===== src/hdl/digital_phase_loop_div_pkg.sv =====
// Constants shared by the reference and feedback divider block.
// Assumes a single 25 MHz system clock and AXI4-Lite register access.
package digital_phase_loop_div_pkg;

    // ****************************************************************
    // Register indices; byte address is four times the index.
    // ****************************************************************
    localparam logic [11:0] REF_DIV_LOW_IDX   = 12'h101;
    localparam logic [11:0] REF_DIV_HIGH_IDX  = 12'h102;
    localparam logic [11:0] REF_DIV_CTRL_IDX  = 12'h103;
    localparam logic [11:0] FB_DIV_LOW_IDX    = 12'h104;
    localparam logic [11:0] FB_DIV_HIGH_IDX   = 12'h105;
    localparam logic [11:0] FB_DIV_CTRL_IDX   = 12'h106;
    localparam logic [11:0] REF_SELECT_IDX    = 12'h180;
    localparam logic [11:0] DIV_STATUS_IDX    = 12'h181;

    // ****************************************************************
    // Field positions and reset values.
    // ****************************************************************
    localparam int          CTRL_PRESCALE_BIT = 0;
    localparam int          CTRL_INVERT_BIT   = 7;
    localparam logic [7:0]  BYTE_RESET        = 8'h00;
    localparam logic [7:0]  CTRL_RW_MASK      = 8'h81;
    localparam int          STAT_REF_LVL_BIT  = 0;
    localparam int          STAT_FB_LVL_BIT   = 1;
    localparam int          STAT_REF_CNT_LSB  = 8;
    localparam int          STAT_FB_CNT_LSB   = 16;

    // ****************************************************************
    // Bus response codes.
    // ****************************************************************
    localparam logic [1:0]  RESP_OKAY         = 2'h0;
    localparam logic [1:0]  RESP_SLVERR       = 2'h2;

endpackage


===== src/hdl/edge_divider.sv =====
// One programmable edge divider with optional inversion and /2 prescaler.
// Assumes clk_pin is asynchronous to clk and slower than half its rate.
module edge_divider #(
    parameter int RATIO_W = 16
) (
    // Clock and reset
    input  wire logic               clk,
    input  wire logic               rst_n,
    // Input pin
    input  wire logic               clk_pin,
    // Settings
    input  wire logic               invert,
    input  wire logic               prescale,
    input  wire logic [RATIO_W-1:0] ratio,
    // Results
    output logic                    div_event,
    output logic                    div_level
);

    logic               sync1_ff;
    logic               sync2_ff;
    logic               prev_ff;
    logic               half_ff;
    logic [RATIO_W-1:0] count_ff;
    logic               edge_seen;
    logic               counted;

    // ****************************************************************
    // Synchroniser and edge detection.
    // ****************************************************************
    always_ff @(posedge clk) begin
        sync1_ff <= clk_pin;
        sync2_ff <= sync1_ff;
    end

    always_ff @(posedge clk) begin
        if (!rst_n) begin
            prev_ff <= 1'b0;
        end else begin
            prev_ff <= sync2_ff ^ invert;
        end
    end

    assign edge_seen = (sync2_ff ^ invert) && !prev_ff;

    // ****************************************************************
    // Prescaler and main counter.
    // ****************************************************************
    always_ff @(posedge clk) begin
        if (!rst_n) begin
            half_ff <= 1'b0;
        end else if (edge_seen && prescale) begin
            half_ff <= !half_ff;
        end
    end

    assign counted = edge_seen && (!prescale || half_ff);

    always_ff @(posedge clk) begin
        if (!rst_n) begin
            count_ff  <= '0;
            div_event <= 1'b0;
            div_level <= 1'b0;
        end else begin
            div_event <= 1'b0;
            if (counted) begin
                if (count_ff >= ratio) begin
                    count_ff  <= '0;
                    div_event <= 1'b1;
                    div_level <= !div_level;
                end else begin
                    count_ff <= count_ff + 1'b1;
                end
            end
        end
    end

endmodule


===== src/hdl/digital_phase_loop_ref_feedback_dividers.sv =====
// Reference and feedback input dividers with an AXI4-Lite register file.
// Assumes input pins are asynchronous and toggle below half the aclk rate.
//
// Contract
// Reference divides by programmed 16-bit value plus one, 1 to 65,536.
// Reference value spans two bytes, low at 0x0101; zeros divide by one.
// Host sets reference prescaler above ratio 65,536 or 400 MHz input.
// Reference prescaler bit adds a divide-by-two stage before the divider.
// Reference control bit 7 inverts the reference so falling edges count.
// Feedback divides by programmed 16-bit value plus one, 1 to 65,536.
// Feedback value spans two bytes, low at 0x0104; zeros divide by one.
// Host sets feedback prescaler in 0x0106 above 65,536 or 400 MHz.
// Reference control bits 6 to 1 are reserved and do nothing.
// Feedback control bit 7 inverts, bit 0 adds divide-by-two prescaler.
// Each divider emits one event per N counted edges, N the total ratio.
//
// Design decision made here: the AXI4-Lite interface to the registers.
module digital_phase_loop_ref_feedback_dividers #(
    parameter int ADDR_W = 12
) (
    // Clock and reset
    input  wire logic              aclk,
    input  wire logic              aresetn,
    // AXI4-Lite write address
    input  wire logic [ADDR_W-1:0] s_axi_awaddr,
    input  wire logic              s_axi_awvalid,
    output logic                   s_axi_awready,
    // AXI4-Lite write data
    input  wire logic [31:0]       s_axi_wdata,
    input  wire logic [3:0]        s_axi_wstrb,
    input  wire logic              s_axi_wvalid,
    output logic                   s_axi_wready,
    // AXI4-Lite write response
    output logic [1:0]             s_axi_bresp,
    output logic                   s_axi_bvalid,
    input  wire logic              s_axi_bready,
    // AXI4-Lite read address
    input  wire logic [ADDR_W-1:0] s_axi_araddr,
    input  wire logic              s_axi_arvalid,
    output logic                   s_axi_arready,
    // AXI4-Lite read data
    output logic [31:0]            s_axi_rdata,
    output logic [1:0]             s_axi_rresp,
    output logic                   s_axi_rvalid,
    input  wire logic              s_axi_rready,
    // Clock inputs
    input  wire logic              reference_input_first,
    input  wire logic              reference_input_second,
    input  wire logic              feedback_clock_input,
    // Divided outputs
    output logic                   ref_div_event,
    output logic                   ref_div_clock,
    output logic                   fb_div_event,
    output logic                   fb_div_clock
);

    logic [7:0]        ref_low_ff;
    logic [7:0]        ref_high_ff;
    logic [7:0]        ref_ctrl_ff;
    logic [7:0]        fb_low_ff;
    logic [7:0]        fb_high_ff;
    logic [7:0]        fb_ctrl_ff;
    logic              ref_sel_ff;
    logic [7:0]        ref_cnt_ff;
    logic [7:0]        fb_cnt_ff;
    logic              aw_held_ff;
    logic [ADDR_W-1:0] aw_addr_ff;
    logic              w_held_ff;
    logic [7:0]        w_byte_ff;
    logic              w_lane_ff;
    logic              commit;
    logic [11:0]       wr_idx;
    logic [11:0]       rd_idx;
    logic [31:0]       nxt_rdata;
    logic              rd_hit;
    logic              wr_hit;
    logic              ref_pin;

    // ****************************************************************
    // Write channel handshakes.
    // ****************************************************************
    assign s_axi_awready = !aw_held_ff && !s_axi_bvalid;
    assign s_axi_wready  = !w_held_ff && !s_axi_bvalid;
    assign commit        = aw_held_ff && w_held_ff && !s_axi_bvalid;
    assign wr_idx        = 12'(aw_addr_ff >> 2);

    always_comb begin
        unique case (wr_idx)
            digital_phase_loop_div_pkg::REF_DIV_LOW_IDX,
            digital_phase_loop_div_pkg::REF_DIV_HIGH_IDX,
            digital_phase_loop_div_pkg::REF_DIV_CTRL_IDX,
            digital_phase_loop_div_pkg::FB_DIV_LOW_IDX,
            digital_phase_loop_div_pkg::FB_DIV_HIGH_IDX,
            digital_phase_loop_div_pkg::FB_DIV_CTRL_IDX,
            digital_phase_loop_div_pkg::REF_SELECT_IDX,
            digital_phase_loop_div_pkg::DIV_STATUS_IDX: wr_hit = 1'b1;
            default:                      wr_hit = 1'b0;
        endcase
    end

    always_ff @(posedge aclk) begin
        if (!aresetn) begin
            aw_held_ff <= 1'b0;
            aw_addr_ff <= '0;
        end else if (s_axi_awvalid && s_axi_awready) begin
            aw_held_ff <= 1'b1;
            aw_addr_ff <= s_axi_awaddr;
        end else if (commit) begin
            aw_held_ff <= 1'b0;
        end
    end

    always_ff @(posedge aclk) begin
        if (!aresetn) begin
            w_held_ff <= 1'b0;
            w_byte_ff <= digital_phase_loop_div_pkg::BYTE_RESET;
            w_lane_ff <= 1'b0;
        end else if (s_axi_wvalid && s_axi_wready) begin
            w_held_ff <= 1'b1;
            w_byte_ff <= s_axi_wdata[7:0];
            w_lane_ff <= s_axi_wstrb[0];
        end else if (commit) begin
            w_held_ff <= 1'b0;
        end
    end

    always_ff @(posedge aclk) begin
        if (!aresetn) begin
            s_axi_bvalid <= 1'b0;
            s_axi_bresp  <= digital_phase_loop_div_pkg::RESP_OKAY;
        end else if (commit) begin
            s_axi_bvalid <= 1'b1;
            s_axi_bresp  <= wr_hit ? digital_phase_loop_div_pkg::RESP_OKAY : digital_phase_loop_div_pkg::RESP_SLVERR;
        end else if (s_axi_bready) begin
            s_axi_bvalid <= 1'b0;
        end
    end

    // ****************************************************************
    // Register storage.
    // ****************************************************************
    always_ff @(posedge aclk) begin
        if (!aresetn) begin
            ref_low_ff  <= digital_phase_loop_div_pkg::BYTE_RESET;
            ref_high_ff <= digital_phase_loop_div_pkg::BYTE_RESET;
            ref_ctrl_ff <= digital_phase_loop_div_pkg::BYTE_RESET;
            fb_low_ff   <= digital_phase_loop_div_pkg::BYTE_RESET;
            fb_high_ff  <= digital_phase_loop_div_pkg::BYTE_RESET;
            fb_ctrl_ff  <= digital_phase_loop_div_pkg::BYTE_RESET;
            ref_sel_ff  <= 1'b0;
        end else if (commit && w_lane_ff) begin
            unique case (wr_idx)
                digital_phase_loop_div_pkg::REF_DIV_LOW_IDX:  ref_low_ff  <= w_byte_ff;
                digital_phase_loop_div_pkg::REF_DIV_HIGH_IDX: ref_high_ff <= w_byte_ff;
                digital_phase_loop_div_pkg::REF_DIV_CTRL_IDX: ref_ctrl_ff <= w_byte_ff & digital_phase_loop_div_pkg::CTRL_RW_MASK;
                digital_phase_loop_div_pkg::FB_DIV_LOW_IDX:   fb_low_ff   <= w_byte_ff;
                digital_phase_loop_div_pkg::FB_DIV_HIGH_IDX:  fb_high_ff  <= w_byte_ff;
                digital_phase_loop_div_pkg::FB_DIV_CTRL_IDX:  fb_ctrl_ff  <= w_byte_ff & digital_phase_loop_div_pkg::CTRL_RW_MASK;
                digital_phase_loop_div_pkg::REF_SELECT_IDX:   ref_sel_ff  <= w_byte_ff[0];
                default: ;
            endcase
        end
    end

    // ****************************************************************
    // Read channel.
    // ****************************************************************
    assign s_axi_arready = !s_axi_rvalid;
    assign rd_idx        = 12'(s_axi_araddr >> 2);

    always_comb begin
        nxt_rdata = 32'h0000_0000;
        rd_hit    = 1'b1;
        unique case (rd_idx)
            digital_phase_loop_div_pkg::REF_DIV_LOW_IDX:  nxt_rdata[7:0] = ref_low_ff;
            digital_phase_loop_div_pkg::REF_DIV_HIGH_IDX: nxt_rdata[7:0] = ref_high_ff;
            digital_phase_loop_div_pkg::REF_DIV_CTRL_IDX: nxt_rdata[7:0] = ref_ctrl_ff;
            digital_phase_loop_div_pkg::FB_DIV_LOW_IDX:   nxt_rdata[7:0] = fb_low_ff;
            digital_phase_loop_div_pkg::FB_DIV_HIGH_IDX:  nxt_rdata[7:0] = fb_high_ff;
            digital_phase_loop_div_pkg::FB_DIV_CTRL_IDX:  nxt_rdata[7:0] = fb_ctrl_ff;
            digital_phase_loop_div_pkg::REF_SELECT_IDX:   nxt_rdata[0]   = ref_sel_ff;
            digital_phase_loop_div_pkg::DIV_STATUS_IDX: begin
                nxt_rdata[digital_phase_loop_div_pkg::STAT_REF_LVL_BIT]                             = ref_div_clock;
                nxt_rdata[digital_phase_loop_div_pkg::STAT_FB_LVL_BIT]                              = fb_div_clock;
                nxt_rdata[digital_phase_loop_div_pkg::STAT_REF_CNT_LSB +: 8]                        = ref_cnt_ff;
                nxt_rdata[digital_phase_loop_div_pkg::STAT_FB_CNT_LSB +: 8]                         = fb_cnt_ff;
            end
            default: rd_hit = 1'b0;
        endcase
    end

    always_ff @(posedge aclk) begin
        if (!aresetn) begin
            s_axi_rvalid <= 1'b0;
            s_axi_rdata  <= 32'h0000_0000;
            s_axi_rresp  <= digital_phase_loop_div_pkg::RESP_OKAY;
        end else if (s_axi_arvalid && s_axi_arready) begin
            s_axi_rvalid <= 1'b1;
            s_axi_rdata  <= nxt_rdata;
            s_axi_rresp  <= rd_hit ? digital_phase_loop_div_pkg::RESP_OKAY : digital_phase_loop_div_pkg::RESP_SLVERR;
        end else if (s_axi_rready) begin
            s_axi_rvalid <= 1'b0;
        end
    end

    // ****************************************************************
    // Dividers and event counters.
    // ****************************************************************
    assign ref_pin = ref_sel_ff ? reference_input_second : reference_input_first;

    edge_divider #(
        .RATIO_W (16)
    ) u_ref_div (
        .clk       (aclk),
        .rst_n     (aresetn),
        .clk_pin   (ref_pin),
        .invert    (ref_ctrl_ff[digital_phase_loop_div_pkg::CTRL_INVERT_BIT]),
        .prescale  (ref_ctrl_ff[digital_phase_loop_div_pkg::CTRL_PRESCALE_BIT]),
        .ratio     ({ref_high_ff, ref_low_ff}),
        .div_event (ref_div_event),
        .div_level (ref_div_clock)
    );

    edge_divider #(
        .RATIO_W (16)
    ) u_fb_div (
        .clk       (aclk),
        .rst_n     (aresetn),
        .clk_pin   (feedback_clock_input),
        .invert    (fb_ctrl_ff[digital_phase_loop_div_pkg::CTRL_INVERT_BIT]),
        .prescale  (fb_ctrl_ff[digital_phase_loop_div_pkg::CTRL_PRESCALE_BIT]),
        .ratio     ({fb_high_ff, fb_low_ff}),
        .div_event (fb_div_event),
        .div_level (fb_div_clock)
    );

    always_ff @(posedge aclk) begin
        if (!aresetn) begin
            ref_cnt_ff <= 8'h00;
            fb_cnt_ff  <= 8'h00;
        end else begin
            if (ref_div_event) begin
                ref_cnt_ff <= ref_cnt_ff + 8'h01;
            end
            if (fb_div_event) begin
                fb_cnt_ff <= fb_cnt_ff + 8'h01;
            end
        end
    end

endmodule


===== config.mk =====
export PLATFORM = sky130hd
export DESIGN_NAME = digital_phase_loop_ref_feedback_dividers
export DESIGN_NICKNAME = d
export VERILOG_FILES = /design/src/hdl/digital_phase_loop_div_pkg.sv /design/src/hdl/edge_divider.sv /design/src/hdl/digital_phase_loop_ref_feedback_dividers.sv
export SDC_FILE = /design/constraint.sdc
export NUM_CORES = 1
export LEC_CHECK = 0
export ABC_AREA = 1
export BUFFER_PORTS_ARGS = -buffer_cell sky130_fd_sc_hd__buf_2
export CAP_MARGIN = 0
export CORE_UTILIZATION = 60
export CTS_CLUSTER_SIZE = 10
export DETAILED_ROUTE_END_ITERATION = 6
export PLACE_DENSITY = 0.8
export SYNTH_ARGS = -nofsm -noshare
export SYNTH_HDL_FRONTEND = slang
export SYNTH_SLANG_ARGS = --single-unit

===== constraint.sdc =====
create_clock -name aclk -period 4.1 [get_ports aclk]
set_clock_uncertainty 0.15 [all_clocks]
set_input_delay 1.025 -clock aclk [delete_from_list [all_inputs] [get_ports aclk]]
set_output_delay 1.025 -clock aclk [all_outputs]
set_load 0.05 [all_outputs]

==> results of run 1 <==
worst max-delay path by stage:
| stage | depth (start not counted) | startpoint | slack, ns | to |
|---|---|---|---|---|
| 2_1_floorplan | 1 | s_axi_bvalid | 1.43 | s_axi_wready |
| 3_3_place_gp | 8 | s_axi_araddr[7] | 1.37 | s_axi_rdata[7] |
| 3_5_place_dp | 8 | s_axi_araddr[7] | 1.34 | s_axi_rdata[4] |
| 4_1_cts | 2 | s_axi_bvalid | 1.25 | s_axi_wready |
| 5_1_grt | 2 | s_axi_bvalid | 1.15 | s_axi_wready |
| 6_report | 2 | s_axi_bvalid | 1.22 | s_axi_wready |
cells by family (layout without fill, tap and decap cells):
group,Yosys count,after routing
simple gates,417,417
compound gates,217,217
buf+inv,160,228
flops,146,146
fa+ha+maj,36,36
xor+xnor,13,13
mux,2,2
other cells,1,10
final cells by class:
cell class / count / share of cell area
repair buffers: 76 / 0.0481
multi-input cells: 695 / 0.433
clock inverters: 11 / 0.0230
clock buffers: 20 / 0.0554
flip-flops and latches: 146 / 0.362
well taps: 143 / 0.0222
inverters: 121 / 0.0563
cell usage in the layout (no fill, tap or decap):
cell,synthesis,routed
a211oi_1,12,12
a21oi_1,104,104
buf_2,3,73
buf_4,12,3
bufinv_16,0,5
clkbuf_1,22,2
clkbuf_16,0,17
clkbuf_8,0,1
clkinv_1,1,1
clkinv_2,0,4
clkinvlp_4,0,2
conb_1,1,10
dfxtp_1,146,146
ha_1,36,36
inv_1,118,118
inv_2,2,2
mux2i_1,2,2
nand2_1,191,191
nand2_2,1,1
nand3_1,45,45
nand3_2,1,1
nand4_1,17,17
nor2_1,133,133
nor2_2,3,3
nor2_4,1,1
nor3_1,21,21
nor3_2,1,1
nor3b_1,2,2
o21a_1,1,1
o21ai_0,90,90
o21ai_1,1,1
o21bai_1,6,6
o22ai_1,3,3
or2_2,1,1
xnor2_1,1,1
xor2_1,12,12
metrics by stage:
step	total power, mW	utilization	setup slack [ns]	cell area, µm²
final	3.48	0.706	1.22	8070
after global routing	3.60	0.706	1.15	8070
after CTS	3.50	0.706	1.25	8070
after detailed placement	1.84	0.651	1.34	7430
after global placement	1.83	0.651	1.37	7430
after floorplan	1.76	-	1.43	7070
report_power, final:
group / internal [mW] / switching, mW / leakage (nW) / total [mW]
logic: 0.0765 / 0.227 / 1.97 / 0.303
registers: 1.47 / 0.0397 / 1.19 / 1.51
clock network: 1.09 / 0.585 / 0.306 / 1.67
total: 2.63 / 0.852 / 3.46 / 3.48
sequential cells by signal, indices dropped and copies added (netlist names), 2 cells and up:
| register | flops |
|---|---|
| u_ref_div.count_ff | 16 |
| u_fb_div.count_ff | 16 |
| ref_low_ff | 8 |
| aw_addr_ff | 10 |
| w_byte_ff | 8 |
| s_axi_rdata | 24 |
| ref_ctrl_ff | 2 |
| ref_high_ff | 8 |
| fb_high_ff | 8 |
| ref_cnt_ff | 8 |
| fb_cnt_ff | 8 |
| fb_ctrl_ff | 2 |
| fb_low_ff | 8 |
worst max-delay path: stages (launching register included):
cell	delay, ns
dfxtp_1	0.35
nor2_1	0.55
buf_2	0.38
per-layer routing:
| layer | global-route usage | vias to the layer above | routed length [µm] |
|---|---|---|---|
| met3 | 0.0582 | 35 | 770 |
| li1 | - | 3354 | - |
| met1 | 0.359 | 2917 | 7500 |
| met4 | 0.118 | 0 | 405 |
| met5 | 0 | - | 0 |
| met2 | 0.449 | 177 | 7210 |
==> summary.txt, run 1 <==
Clock tree
  • Sink Count: 146
  • CTS Root Buffer Type: clkbuf_16
  • Post-CTS sizing: 0
  • Worst-Skew Late Latency: 0.42 ns
  • Cts bufs inserted: 17
  • Worst-path clk slew: 0.06 ns
  • Max clock buf depth: 2
  • Hold Buf Count CTS: 0
  • TritonCTS clock tree: built
  • Max H-tree Level: 4
  • Postcts setup bufs: 0

Synthesis
  • Post-synthesis register bit count: 146
  • Largest family of logic cells by synthesized area: simple AND/OR/NAND/NOR gates
  • Post-synthesis compound-gate area fraction: 0.162
  • Area contributors post-synth: dfxtp_1 (42%), nand2_1 (10%), a21oi_1 (7.4%), nor2_1 (7.1%), ha_1 (6.4%)
  • Synth Flop Type: dfxtp_1
  • Post-synth top area cell: dfxtp_1
  • Top cells by count, synth: nand2_1 (191), dfxtp_1 (146), nor2_1 (133), inv_1 (118), a21oi_1 (104)
  • Register area share after synthesis: 0.415
  • Gate Count Post-Synth: 992
  • Adder-cell share of the synthesized area: 0.0640
  • Most instantiated library cell after synthesis: nand2_1
  • Post-Synth Simple-Gate Area: 0.246
  • FFs w/ async S/R, synth: 0
  • Syn avg cell area: 7.09 µm²
  • Synth warn: 0
  • Top cell type's share of synthesized area: 0.415
  • Mux contribution to synthesized area: 0.00285
  • Netlist cell types: 33
  • Synthesized area: 7040 µm²
  • Post-synth EDFFs: 0
  • Post-Synth XOR/XNOR Area: 0.0162

Setup path
  • Critical path data arrival time: 1.70 ns
  • Reg2reg path depth: 12
  • Req. time, crit path: 2.92 ns
  • CP max FO: 10
  • FF-to-FF setup slack: 1.85 ns
  • Startpoint Class: flop
  • Critical setup path kind: reg2out
  • CP endpoint kind: output pin
  • R2r endpoint: u_ref_div.count_ff[0]
  • Worst R2R Start: u_ref_div.count_ff[6]

Job
  • Max Cap Viol: 0

Die
  • Die area: 12200 µm²
  • Num ports: 115
  • Rows: 39
  • Initial cell density of the core: 0.616
  • Die width: 110 µm
  • Core ar.: 11400 µm²
  • Die Ht: 110 µm

Timing
  • Final Cycle Share: 0.701
  • Fin. Hold Viols: 0
  • Final setup fails: 0
  • Period minus WS final: 2.88 ns
  • Slew headroom: 0.223
  • Achievable frequency: 348 MHz
  • Slew Viols, Final: 0
  • Worst-margin pin slew: 1.16 ns
  • RSZ-0062 raised after global routing: no
  • Sum Neg Setup Slack: 0 ns
  • Hold_ws: 0.179 ns

Drt
  • DRC: 0
  • Post-route ant nets: 0
  • Router iterations before antenna repair: 5
  • Detailed Route Iter0 Violations: 477
  • Routed vias/inst: 5.35
  • Routed length per instance: 13.1 µm
  • Vias: 6483
  • Drt total wl: 15900 µm

GRT
  • Vias in the first global route: 5649
  • First-pass GRT wire length: 25900 µm
  • Total global-route track usage: 0.278
  • Remaining global-route overflow: 0
  • Largest net degree at the start of global routing: 60
  • Initial antenna violation count: 0

Final layout
  • Number of fill cells: 982
  • Fin cells: 1212
  • Seq. cell area: 2920 µm²
  • P&R area growth vs syn: 14.6%
  • Multi-input logic area: 3490 µm²
  • ANT cells: 0
  • Layout cells sized above 1: 0.108
  • Final nets: 1163

Pwr
  • Leak: 3.46 nW
  • Worst vdd ir: 0.358 mV
  • PwrDens: 432 nW/µm²

Place
  • Port bufs: 73
  • Post-DP HPWL: 11400 µm
  • Placer congestion estimate: 0.933
  • Cells after DPL: 1181

Outcome
  • Run status: finished clean

Hold path
  • Hold Path Stages: 0
  • Min-delay src: u_fb_div.sync1_ff
  • Hold Path Class: reg2reg
  • Hold Crit Endpoint: u_fb_div.sync2_ff
No activity file was read; power rests on OpenSTA's default activity.
==> run 2: changes to the inputs <==
- CORE_UTILIZATION: 60 -> 57
- PLACE_DENSITY: 0.8 -> 0.76
- clock period: 4.1 -> 2.7 ns (I/O delays scaled with it)
==> run 2 against run 1 <==
  * Flip-flop and latch count unchanged
  * Setup slack got worse by 0.73 ns
  * Utilization shrank 2.8 points
  * Global-route usage is 0.81 points lower
  * Final cell count increased by 0.99%
  * Worst hold slack worse by 0.0041 ns
  * Clock power is 54% higher
==> summary.txt, run 2 (same netlist as run 1, synthesis figures left out) <==
Clock tree
  • Postcts setup bufs: 0 (unchanged)
  • CTS Root Buffer Type: clkbuf_16 (unchanged)
  • Sink Count: 146 (unchanged)
  • Post-CTS sizing: 0 (unchanged)
  • Worst-Skew Late Latency: 0.43 ns (was 0.42 ns)
  • Max H-tree Level: 4 (unchanged)
  • Worst-path clk slew: 0.06 ns (about the same)
  • Max clock buf depth: 2 (unchanged)
  • TritonCTS clock tree: built (unchanged)
  • Cts bufs inserted: 17 (unchanged)
  • Hold Buf Count CTS: 0 (unchanged)

Die
  • Die Ht: 113 µm (was 110 µm)
  • Initial cell density of the core: 0.586 (was 0.616)
  • Die area: 12800 µm² (was 12200 µm²)
  • Core ar.: 12000 µm² (was 11400 µm²)
  • Die width: 113 µm (was 110 µm)
  • Rows: 40 (was 39)
  • Num ports: 115 (unchanged)

Drt
  • Detailed Route Iter0 Violations: 518 (was 477)
  • Routed length per instance: 13.1 µm (about the same)
  • DRC: 0 (unchanged)
  • Routed vias/inst: 5.27 (was 5.35)
  • Vias: 6453 (was 6483)
  • Post-route ant nets: 0 (unchanged)
  • Router iterations before antenna repair: 6 (was 5)
  • Drt total wl: 16000 µm (was 15900 µm)

Hold path
  • Min-delay src: u_ref_div.sync1_ff (was u_fb_div.sync1_ff)
  • Hold Crit Endpoint: u_ref_div.sync2_ff (was u_fb_div.sync2_ff)
  • Hold Path Class: reg2reg (unchanged)
  • Hold Path Stages: 0 (unchanged)

Setup path
  • CP max FO: 15 (was 10)
  • Worst R2R Start: ref_low_ff[7] (was u_ref_div.count_ff[6])
  • Critical setup path kind: reg2reg (was reg2out)
  • FF-to-FF setup slack: 0.49 ns (was 1.85 ns)
  • Req. time, crit path: 2.84 ns (was 2.92 ns)
  • CP endpoint kind: flop (was output pin)
  • Slowest stage cell, crit path: nand2_1 (was nor2_1)
  • Reg2reg path depth: 13 (was 12)
  • Critical path data arrival time: 2.35 ns (was 1.70 ns)
  • R2r endpoint: u_ref_div.count_ff[1] (was u_ref_div.count_ff[0])
  • Crit-path cells: inv_1, ha_1, nand2_1, nor2_1, nand2_1, nand2_1, nor2_1, nand2_1, nand2_1, nand2_1, nand2_1, nand2_1, nor2_1 (was nor2_1, buf_2)
  • Critical path's most frequent cell: nand2_1
  • Startpoint Class: flop (unchanged)
  • CP max stage delay: 0.42 ns (was 0.55 ns)

Place
  • Port bufs: 73 (unchanged)
  • Post-DP HPWL: 11200 µm (was 11400 µm)
  • DP Worst Slack: 0.476 ns (was 1.34 ns)
  • Placer congestion estimate: 0.938 (was 0.933)

Final layout
  • Final nets: 1170 (was 1163)
  • Regs by FF count: s_axi_rdata x24, u_fb_div.count_ff x16, u_ref_div.count_ff x16 (unchanged)
  • Number of fill cells: 1056 (was 982)
  • Commonest non-fill, non-tap cell in the layout: nand2_1 (unchanged)
  • ANT cells: 0 (unchanged)
  • P&R area growth vs syn: 15.8% (was 14.6%)
  • Commonest cells after routing, fill and taps aside: nand2_1 (191), dfxtp_1 (146), nor2_1 (133), inv_1 (118), a21oi_1 (104) (unchanged)
  • Largest Register: s_axi_rdata (unchanged)
  • Seq. cell area: 2920 µm² (unchanged)
  • Max FFs per register: 24 (unchanged)
  • Layout cells sized above 1: 0.114 (was 0.108)
  • Finished Core Util: 0.678 (was 0.706)
  • Multi-input logic area: 3490 µm² (unchanged)

Timing
  • Sum Neg Setup Slack: 0 ns (unchanged)
  • Slew headroom: 0.610 (was 0.223)
  • Slew Viols, Final: 0 (unchanged)
  • Achievable frequency: 453 MHz
  • Final Cycle Share: 0.817
  • Fin. Hold Viols: 0 (unchanged)
  • Worst-margin pin slew: 0.583 ns (was 1.16 ns)
  • Final setup margin: 0.494 ns (was 1.22 ns)
  • Final setup fails: 0 (unchanged)
  • RSZ-0062 raised after global routing: no (unchanged)
  • Period minus WS final: 2.21 ns
  • Hold_ws: 0.175 ns (was 0.179 ns)

Pwr
  • PwrDens: 654 nW/µm² (was 432 nW/µm²)
  • Worst vdd ir: 0.401 mV (was 0.358 mV)
  • Leak: 3.51 nW (was 3.46 nW)
  • Total power: 5.33 mW (was 3.48 mW)

GRT
  • First-pass GRT wire length: 27100 µm (was 25900 µm)
  • Remaining global-route overflow: 0 (unchanged)
  • Initial antenna violation count: 0 (unchanged)
  • Total global-route track usage: 0.270 (was 0.278)
  • Largest net degree at the start of global routing: 56 (was 60)
  • Vias in the first global route: 5845 (was 5649)

Job
  • Max Cap Viol: 0 (unchanged)

Outcome
  • Run status: finished clean (unchanged)
[run 2: cell types whose count changed in the layout (fill, tap and decap cells not counted), sizes merged]
cell      change
clkinvlp      -1
clkinv        +1
clkbuf        +1
buf           +7
[run 2: cell type report]
type,count,share of cell area
Clock buffer,21,0.0565
Clock inverter,11,0.0224
Tap cell,147,0.0226
Multi-Input combinational cell,695,0.428
Timing Repair Buffer,83,0.0556
Sequential cell,146,0.359
Inverter,121,0.0558
[run 2: worst max path at each step]
stage	startpoint	endpoint	slack (ns)	depth (start not counted)
after floorplan	s_axi_bvalid	s_axi_wready	0.38	1
after global placement	s_axi_araddr[7]	s_axi_rdata[4]	0.48	8
after detailed placement	s_axi_araddr[7]	s_axi_rdata[4]	0.48	8
after CTS	fb_low_ff[7]	u_fb_div.count_ff[13]	0.47	13
after global routing	fb_low_ff[7]	u_fb_div.count_ff[13]	0.25	13
final	ref_low_ff[7]	u_ref_div.count_ff[1]	0.49	13
[run 2: report_power, final]
| part | switching (mW) | internal (mW) | total, mW |
|---|---|---|---|
| sequential | 0.0613 | 2.23 | 2.29 |
| clock | 0.893 | 1.68 | 2.57 |
| combinational | 0.344 | 0.126 | 0.470 |
| total | 1.30 | 4.03 | 5.33 |
[run 2: worst max-delay path, delay by kind of cell, from the launching register on]
kind          cells  cell delay [ns]
fa+ha+maj         1             0.30
buf+inv           1             0.08
flops             1             0.35
simple gates     11             1.18
[run 2: stage by stage]
step           instance area (µm²)  instances
2_1_floorplan                 7070       1001
3_3_place_gp                  7500       1192
3_5_place_dp                  7500       1192
4_1_cts                       8150       1224
5_1_grt                       8150       1224
6_report                      8150       1224
[run 2: metal layers]
layer  share of wire  GRT usage  routed length (µm)
met1            0.46      0.354                7410
met2            0.46      0.441                7360
met3           0.059     0.0514                 945
met4           0.018      0.104                 294
met5               0          0                   0
